## src/rtl/acc_defines.svh

```systemverilog
// register offsets, field positions and timing counts for the calibration coefficient bank
`ifndef ACC_DEFINES_SVH
`define ACC_DEFINES_SVH

`define ACC_PRI_GAIN_OFS 32'hFFFF052C
`define ACC_AUX_GAIN_OFS 32'hFFFF0530
`define ACC_AUX_OFFS_OFS 32'hFFFF0528
`define ACC_CTRL_OFS 32'hFFFF0540
`define ACC_STAT_OFS 32'hFFFF0544
`define ACC_ADDR_LSB 2
`define ACC_ADDR_MSB 11
`define ACC_COEF_MSB 15
`define ACC_COEF_W 16
`define ACC_CTRL_EN_BIT 0
`define ACC_CTRL_MODE_LSB 1
`define ACC_CTRL_MODE_MSB 3
`define ACC_CTRL_MODE_W 3
`define ACC_STAT_IDLE_BIT 0
`define ACC_STAT_READY_BIT 1
`define ACC_STAT_DROP_BIT 2
`define ACC_STAT_MODE_LSB 4
`define ACC_STAT_MODE_MSB 6
`define ACC_IDLE_NS 23000
`define ACC_CLK_NS 10
`define ACC_IDLE_CYC ((`ACC_IDLE_NS + `ACC_CLK_NS - 1) / `ACC_CLK_NS)
`define ACC_PRI_GAIN_DEF 16'h5555
`define ACC_AUX_GAIN_DEF 16'h5555
`define ACC_AUX_OFFS_DEF 16'h8000

`endif

```

## src/rtl/acc_pkg.sv

```systemverilog
// types for the calibration coefficient bank
package acc_pkg;

  typedef enum logic [2:0]
  {
    ACC_MODE_OFF = 3'b000,
    ACC_MODE_IDLE = 3'b001,
    ACC_MODE_CONT = 3'b010,
    ACC_MODE_SINGLE = 3'b011,
    ACC_MODE_SYS_OFS = 3'b100,
    ACC_MODE_SYS_GAIN = 3'b101,
    ACC_MODE_SELF_OFS = 3'b110,
    ACC_MODE_SELF_GAIN = 3'b111
  } acc_mode_type;

  typedef struct packed
  {
    logic [15:0] pri_gain;
    logic [15:0] aux_gain;
    logic [15:0] aux_offs;
    logic enable;
    acc_mode_type mode;
    logic [14:0] idle_cnt;
    logic idle_ready;
    logic drop;
    logic [31:0] prdata;
  } acc_state_type;

endpackage

```

## src/rtl/acc_coef_bank.sv

```systemverilog
// calibration coefficient register bank with apb slave
//------------------------------------------------------------
// Summary of operation
//------------------------------------------------------------
// Summary of operation
// - primary gain holds 16-bit scaling coefficient
// - auxiliary gain holds 16-bit scaling coefficient
// - auxiliary offset holds 16-bit coefficient
// - primary gain bits 15:0 readable writable
// - power-on loads factory default coefficients
// - primary gain calibration overwrites primary gain
// - auxiliary gain calibration overwrites auxiliary gain
// - coefficient writes accepted only while idle
`timescale 1ns/1ps
`include "acc_defines.svh"

module acc_coef_bank
  import acc_pkg::*;
#(
  parameter logic [15:0] PRI_GAIN_DEF = `ACC_PRI_GAIN_DEF,
  parameter logic [15:0] AUX_GAIN_DEF = `ACC_AUX_GAIN_DEF,
  parameter logic [15:0] AUX_OFFS_DEF = `ACC_AUX_OFFS_DEF,
  parameter int IDLE_CYC = `ACC_IDLE_CYC
)
(
  input wire logic pclk,
  input wire logic presetn,
  input wire logic psel,
  input wire logic penable,
  input wire logic pwrite,
  input wire logic [31:0] paddr,
  input wire logic [31:0] pwdata,
  output logic [31:0] prdata,
  output logic pready,
  output logic pslverr,
  input wire logic pri_cal_done,
  input wire logic [15:0] pri_cal_gain,
  input wire logic aux_cal_done,
  input wire logic [15:0] aux_cal_gain,
  output logic [15:0] pri_gain_coef,
  output logic [15:0] aux_gain_coef,
  output logic [15:0] aux_offs_coef,
  output logic conv_enable,
  output logic [2:0] conv_mode
);

  //------------------------------------------------------------
  // state
  //------------------------------------------------------------
  acc_state_type s_r;
  acc_state_type s_nxt;

  logic access;
  logic wr;
  logic rd;
  logic hit_pg;
  logic hit_ag;
  logic hit_ao;
  logic hit_ct;
  logic hit_st;
  logic hit_any;
  logic coef_wr;
  logic idle_now;
  logic gain_cal_mode;
  logic pri_cal_load;
  logic aux_cal_load;
  logic [15:0] coef_wdata;

  //------------------------------------------------------------
  // apb decode
  //------------------------------------------------------------
  assign access = psel && penable;
  assign wr = access && pwrite;
  // reads are captured in the setup cycle, so the data already stands
  // in the access phase and the slave needs no wait state
  assign rd = psel && !penable && !pwrite;
  assign hit_pg = (paddr == `ACC_PRI_GAIN_OFS);
  assign hit_ag = (paddr == `ACC_AUX_GAIN_OFS);
  assign hit_ao = (paddr == `ACC_AUX_OFFS_OFS);
  assign hit_ct = (paddr == `ACC_CTRL_OFS);
  assign hit_st = (paddr == `ACC_STAT_OFS);
  assign hit_any = hit_pg || hit_ag || hit_ao || hit_ct || hit_st;
  assign coef_wr = wr && (hit_pg || hit_ag || hit_ao);
  // converter must be enabled and idle; the 23 us wait is software's duty
  assign idle_now = s_r.enable && (s_r.mode == ACC_MODE_IDLE);
  assign coef_wdata = pwdata[`ACC_COEF_MSB:0];

  //------------------------------------------------------------
  // calibration loads
  //------------------------------------------------------------
  // results are taken only while a gain calibration is running; a stray
  // done pulse in any other mode leaves the coefficients alone
  assign gain_cal_mode = s_r.enable
    && (s_r.mode == ACC_MODE_SELF_GAIN || s_r.mode == ACC_MODE_SYS_GAIN);
  assign pri_cal_load = pri_cal_done && gain_cal_mode;
  assign aux_cal_load = aux_cal_done && gain_cal_mode;

  //------------------------------------------------------------
  // next state
  //------------------------------------------------------------
  always_comb
  begin
    s_nxt = s_r;
    // idle time is tracked only for status; the wait is not enforced
    if (!idle_now)
    begin
      s_nxt.idle_cnt = '0;
      s_nxt.idle_ready = 1'b0;
    end
    else if (s_r.idle_cnt >= 15'(IDLE_CYC - 1))
    begin
      // the count stops at the limit, so a long idle spell never wraps
      s_nxt.idle_ready = 1'b1;
    end
    else
    begin
      s_nxt.idle_cnt = s_r.idle_cnt + 15'h0001;
    end
    // leaving idle mode clears the idle timer on the following cycle
    if (wr && hit_ct)
    begin
      s_nxt.enable = pwdata[`ACC_CTRL_EN_BIT];
      s_nxt.mode = acc_mode_type'(pwdata[`ACC_CTRL_MODE_MSB:`ACC_CTRL_MODE_LSB]);
    end
    if (coef_wr && idle_now)
    begin
      if (hit_pg)
      begin
        s_nxt.pri_gain = coef_wdata;
      end
      if (hit_ag)
      begin
        s_nxt.aux_gain = coef_wdata;
      end
      if (hit_ao)
      begin
        s_nxt.aux_offs = coef_wdata;
      end
    end
    // a non-idle coefficient write is dropped and flagged
    if (coef_wr && !idle_now)
    begin
      s_nxt.drop = 1'b1;
    end
    else if (wr && hit_st)
    begin
      s_nxt.drop = 1'b0;
    end
    // calibration result wins over a same-cycle software write
    if (pri_cal_load)
    begin
      s_nxt.pri_gain = pri_cal_gain;
    end
    if (aux_cal_load)
    begin
      s_nxt.aux_gain = aux_cal_gain;
    end
    if (rd)
    begin
      // upper bits of every coefficient read back as zero
      s_nxt.prdata = '0;
      case (1'b1)
        hit_pg: s_nxt.prdata[`ACC_COEF_MSB:0] = s_r.pri_gain;
        hit_ag: s_nxt.prdata[`ACC_COEF_MSB:0] = s_r.aux_gain;
        hit_ao: s_nxt.prdata[`ACC_COEF_MSB:0] = s_r.aux_offs;
        hit_ct:
        begin
          s_nxt.prdata[`ACC_CTRL_EN_BIT] = s_r.enable;
          s_nxt.prdata[`ACC_CTRL_MODE_MSB:`ACC_CTRL_MODE_LSB] = s_r.mode;
        end
        hit_st:
        begin
          s_nxt.prdata[`ACC_STAT_IDLE_BIT] = idle_now;
          s_nxt.prdata[`ACC_STAT_READY_BIT] = s_r.idle_ready;
          s_nxt.prdata[`ACC_STAT_DROP_BIT] = s_r.drop;
          s_nxt.prdata[`ACC_STAT_MODE_MSB:`ACC_STAT_MODE_LSB] = s_r.mode;
        end
        default: s_nxt.prdata = '0;
      endcase
    end
  end

  //------------------------------------------------------------
  // registers
  //------------------------------------------------------------
  // factory values come in as parameters, standing in for trimmed fuses
  always_ff @(posedge pclk or negedge presetn)
  begin
    if (!presetn)
    begin
      s_r.pri_gain <= PRI_GAIN_DEF;
      s_r.aux_gain <= AUX_GAIN_DEF;
      s_r.aux_offs <= AUX_OFFS_DEF;
      s_r.enable <= 1'b0;
      s_r.mode <= ACC_MODE_OFF;
      s_r.idle_cnt <= '0;
      s_r.idle_ready <= 1'b0;
      s_r.drop <= 1'b0;
      s_r.prdata <= '0;
    end
    else
    begin
      s_r <= s_nxt;
    end
  end

  //------------------------------------------------------------
  // outputs
  //------------------------------------------------------------
  // zero wait states: read data was registered at the setup edge; a calibration
  // landing in the access phase shows only on the next read
  assign pready = access;
  assign pslverr = access && !hit_any;
  assign prdata = s_r.prdata;
  assign pri_gain_coef = s_r.pri_gain;
  assign aux_gain_coef = s_r.aux_gain;
  assign aux_offs_coef = s_r.aux_offs;
  assign conv_enable = s_r.enable;
  assign conv_mode = s_r.mode;

endmodule

```

## config.mk

```make
export PLATFORM = sky130hd
export DESIGN_NAME = acc_coef_bank
export DESIGN_NICKNAME = d
export VERILOG_FILES = /design/src/rtl/acc_pkg.sv /design/src/rtl/acc_coef_bank.sv
export VERILOG_INCLUDE_DIRS = /design/src /design/src/rtl
export SDC_FILE = /design/constraint.sdc
export NUM_CORES = 1
export LEC_CHECK = 0
export ABC_AREA = 1
export ABC_CLOCK_PERIOD_IN_PS = 3400
export BUFFER_PORTS_ARGS = -buffer_cell sky130_fd_sc_hd__buf_2
export CAP_MARGIN = 20
export CORE_ASPECT_RATIO = 1.75
export CORE_MARGIN = 2
export CORE_UTILIZATION = 48
export DETAILED_ROUTE_END_ITERATION = 8
export GPL_ROUTABILITY_DRIVEN = 0
export GPL_TIMING_DRIVEN = 0
export PLACE_DENSITY_LB_ADDON = 0.1
export REMOVE_ABC_BUFFERS = 1
export SETUP_SLACK_MARGIN = 0.05
export SYNTH_ARGS = -nofsm -noshare
export SYNTH_HDL_FRONTEND = slang
export SYNTH_SLANG_ARGS = --single-unit
```

## constraint.sdc

```tcl
create_clock -name pclk -period 3.4 [get_ports pclk]
set_clock_uncertainty 0.05 [all_clocks]
set_input_delay 0.51 -clock pclk [delete_from_list [all_inputs] [get_ports pclk]]
set_output_delay 0.51 -clock pclk [all_outputs]
set_load 0.05 [all_outputs]
```

==> parameters.txt <==
Parameter                              Value

Route
  WL/cell    around 16 um
  Via count    5089
  Starting DRC count in detailed routing    between 300 and 400
  Wirelength, routed    15.9 mm
  Vias per cell    between 5 and 6
  Antenna viol nets, final    0
  First-pass DRT Iterations    5
  Count of unresolved DRC violations after routing    0

Worst hold path
  Worst Hold Path EP    aux_offs_coef[15]
  Worst hold-check path type    in2reg
  Start point of the worst hold path    pwdata[15]
  Hold-critical path depth    3

CTS
  Clock insertion delay at the later pin of the skew report    0.33 ns
  Post-CTS setup-driven buffer insertion count    0
  Deepest clock path buffer count    2
  Worst-path clk slew    around 0.060 ns
  TritonCTS clock tree    built
  TritonCTS Buffers    9
  Number of gates resized after CTS    0
  Total number of H-tree levels    3
  Root Buffer    sky130_fd_sc_hd__clkbuf_16
  Total number of clock tree sinks    85

Global route
  Pin count of the biggest net entering global routing    71
  GRT Resource Usage Total    between 20% and 30%
  Remaining global-route overflow    0
  First-pass GRT wire length    around 25 mm
  Via count of the first global-routing pass    slightly below 5000
  Antenna violations before repair    1

Synthesis
  Flip-flop and latch count after synthesis    85
  Area leader, netlist    sky130_fd_sc_hd__dfrtp_1
  Netlist cell types    36
  Post-synth design cell area    approximately 5400 um^2
  Sequential-to-total area share from yosys stat    39.7%
  Cell types occupying the most area after synthesis    sky130_fd_sc_hd__dfrtp_1, sky130_fd_sc_hd__nand2_1, sky130_fd_sc_hd__buf_4
  Synthesized netlist cell count    747
  Proportion of netlist area held by the largest area contributor    about a third
  Syn Area/Cell    between 7 and 8 um^2
  Number of warning messages in the yosys log    0

Floorplanning
  Standard cell core area    about 11000 um^2
  Initial core utilization    49.1%
  Width of the die    ~84 um
  Standard-cell rows    between 50 and 60
  Top Ports    approximately 190
  Die H    approximately 140 um
  Die area    between 10000 and 15000 um^2

Setup path
  R2r startpoint    conv_mode[0]
  Critical Path End Type    flip-flop
  Cell-by-cell listing of the critical path    buf_2 -> nand2_1 -> nor2_1 -> nand2_1 -> nor2_4 -> nand2_1 -> nand3_2 -> nand4_2 -> inv_2 -> nand2_1 -> nand2_1
  Data required time of the critical path    3.62 ns
  Crit path launch    paddr[21]
  WP buf/inv    2
  Cell repeated most along the worst path    sky130_fd_sc_hd__nand2_1
  Crit path launch type    primary input
  Count of cells along the worst register-to-register path    6
  Arrival @ worst endpoint    between 3 and 4 ns
  Crit path kind    in2reg
  Worst path top cell family by delay    simple AND/OR/NAND/NOR gates
  Critical Path Slowest Stage Cell    sky130_fd_sc_hd__nand4_2
  Largest fanout on the critical path    21
  Register-to-Register Setup Slack    between 0.5 and 0.6 ns
  Worst reg2reg endpoint    aux_offs_coef[9]
  Crit path largest cell delay    between 0.7 and 0.8 ns

Timing
  Max Transition Viols Final    0
  Relative slew slack    a little under a third
  Setup Viol. Count Final    0
  Sum of negative setup slack    0 ns
  Final period utilization    87.5%
  Final Hold Vio Count    0
  FMAX    between 0.3 and 0.4 GHz
  Final setup margin    between 0.4 and 0.5 ns
  Actual transition at the worst max-transition pin    ~1.0 ns
  Worst Hold Slack    0.340 ns
  Final Critical Period    between 2 and 3 ns
  Setup repair after global routing missed its margin    false

Final layout
  Final cell area excluding filler cells    between 6000 and 7000 um^2
  Post-layout net count    around 930
  Layout cells sized above 1    between 20% and 30%
  Final cell utilization of the core    roughly 54%
  Area overhead of the layout relative to synthesis    10.9%

Placement
  Placed cell area    5730 um^2
  Place WS    0.0917 ns
  Number of buffers added on ports    around 160
  DPL Wire Length    11.5 mm

Power
  Worst-case vdd ir drop    0.231 mV
  Power density relative to cell area    around 360 nW/um^2
  Leakage power summed over all cells    between 0.003 and 0.004 uW

Flow run
  Number of max-cap violations    0

Run status
  Result of the run    finished clean
==> cells in the mapped netlist <==
cell type and n:
sky130_fd_sc_hd__inv_1 44, sky130_fd_sc_hd__nand2_1 302, sky130_fd_sc_hd__nand4_2 1, sky130_fd_sc_hd__nand3_2 2, sky130_fd_sc_hd__o21a_1 9, sky130_fd_sc_hd__clkinv_2 1, sky130_fd_sc_hd__nand3_1 49, sky130_fd_sc_hd__nand2_2 2
sky130_fd_sc_hd__nand4_4 2, sky130_fd_sc_hd__ha_1 1, sky130_fd_sc_hd__dfstp_2 17, sky130_fd_sc_hd__and2_1 2, sky130_fd_sc_hd__inv_2 3, sky130_fd_sc_hd__buf_4 86, sky130_fd_sc_hd__buf_6 3, sky130_fd_sc_hd__conb_1 1
sky130_fd_sc_hd__o21ai_0 15, sky130_fd_sc_hd__clkbuf_1 4, sky130_fd_sc_hd__o31ai_1 4, sky130_fd_sc_hd__nor4_4 1, sky130_fd_sc_hd__nor3_1 12, sky130_fd_sc_hd__dfrtp_1 68, sky130_fd_sc_hd__o2bb2ai_1 1, sky130_fd_sc_hd__buf_1 1
sky130_fd_sc_hd__nor2_2 3, sky130_fd_sc_hd__nand4_1 33, sky130_fd_sc_hd__nor2_4 1, sky130_fd_sc_hd__nor2_8 1, sky130_fd_sc_hd__o211ai_1 1, sky130_fd_sc_hd__o21ai_1 4, sky130_fd_sc_hd__nor2_1 45, sky130_fd_sc_hd__buf_2 12
sky130_fd_sc_hd__nor4_1 1, sky130_fd_sc_hd__a21oi_1 7, sky130_fd_sc_hd__xor2_1 6, sky130_fd_sc_hd__nand2_4 2
==> report_power, final <==
group          internal (uW)  switching, uW  leakage (uW)
clock                    491            397      0.000129
sequential              1030           7.65       0.00111
combinational           72.7            187       0.00213
total                   1590            591       0.00336
==> tightest hold or removal path, cell delays in order <==
cell	delay (ns)
sky130_fd_sc_hd__buf_2	0.11
sky130_fd_sc_hd__nand2_1	0.05
sky130_fd_sc_hd__nand2_1	0.05
==> state kept, by name (all words and copies together), names as in the netlist <==
register and count:
s_r 17, aux_gain_coef 16, aux_offs_coef 16, prdata 16, pri_gain_coef 16, conv_mode 3
conv_enable 1
==> cell usage in the layout (no fill, tap or decap), types with 2 or more instances in the layout <==
master	instances
sky130_fd_sc_hd__nand2_1	302
sky130_fd_sc_hd__buf_2	155
sky130_fd_sc_hd__dfrtp_1	68
sky130_fd_sc_hd__nand3_1	49
sky130_fd_sc_hd__nor2_1	45
sky130_fd_sc_hd__inv_1	44
sky130_fd_sc_hd__nand4_1	33
sky130_fd_sc_hd__dfstp_2	17
sky130_fd_sc_hd__conb_1	16
sky130_fd_sc_hd__o21ai_0	15
sky130_fd_sc_hd__nor3_1	12
sky130_fd_sc_hd__o21a_1	9
sky130_fd_sc_hd__clkbuf_16	9
sky130_fd_sc_hd__a21oi_1	7
sky130_fd_sc_hd__xor2_1	6
sky130_fd_sc_hd__clkinv_2	5
sky130_fd_sc_hd__o21ai_1	4
sky130_fd_sc_hd__o31ai_1	4
sky130_fd_sc_hd__inv_2	3
sky130_fd_sc_hd__nor2_2	3
sky130_fd_sc_hd__nand2_2	2
sky130_fd_sc_hd__and2_1	2
sky130_fd_sc_hd__nand3_2	2
sky130_fd_sc_hd__nand4_4	2
sky130_fd_sc_hd__nand2_4	2
sky130_fd_sc_hd__clkbuf_1	2
sky130_fd_sc_hd__buf_8	2
==> per-stage QoR <==
stage | std cells | power, uW
final | 966 | 2180
after global placement | 944 | 1310
after global routing | 966 | 2260
after CTS | 965 | 2200
after floorplan | 656 | 1200
after detailed placement | 948 | 1310
==> worst max path at each step <==
stage | to | slack, ns | cells past startpoint
6_report | aux_offs_coef[9] | 0.43 | 11
5_1_grt | aux_offs_coef[9] | 0.18 | 11
4_1_cts | aux_offs_coef[9] | 0.42 | 11
2_1_floorplan | pslverr | 0.12 | 8
3_3_place_gp | aux_offs_coef[9] | -0.47 | 6
3_5_place_dp | aux_offs_coef[9] | 0.09 | 11
==> cell families (layout without fill, tap and decap cells) <==
group / count (synthesis) / count (layout) / synth area share (%)
compound gates: 41 / 41 / 4.51
xor+xnor: 6 / 6 / 0.970
fa+ha+maj: 1 / 1 / 0.231
buf+inv: 154 / 225 / 17.4
flops: 85 / 85 / 39.7
other cells: 1 / 17 / 0.0692
simple gates: 459 / 459 / 37.2
==> repair_timing <==
item / CTS / global route
endpoints found under the setup margin: 0 / 0
hold endpoints to repair: 14 / 0
hold buffers: 1 / 0
==> layer usage <==
layer	GRT usage, %	up-vias	wire length, um
li1	-	2449	-
met1	29.8	2394	6000
met2	46.4	210	8350
met3	3.37	36	971
met4	13.1	0	531
met5	0	-	0
==> layout make-up <==
cell class                      count  area, um^2
Antenna cell                        1        2.50
Clock buffer                       11         233
Clock inverter                      5        27.5
Fill cell                        1116        5040
Inverter                           48         181
Multi-Input combinational cell    523        2380
Sequential cell                    85        2150
Tap cell                          132         165
Timing Repair Buffer              161         862
(Power assumes the default switching activity.)
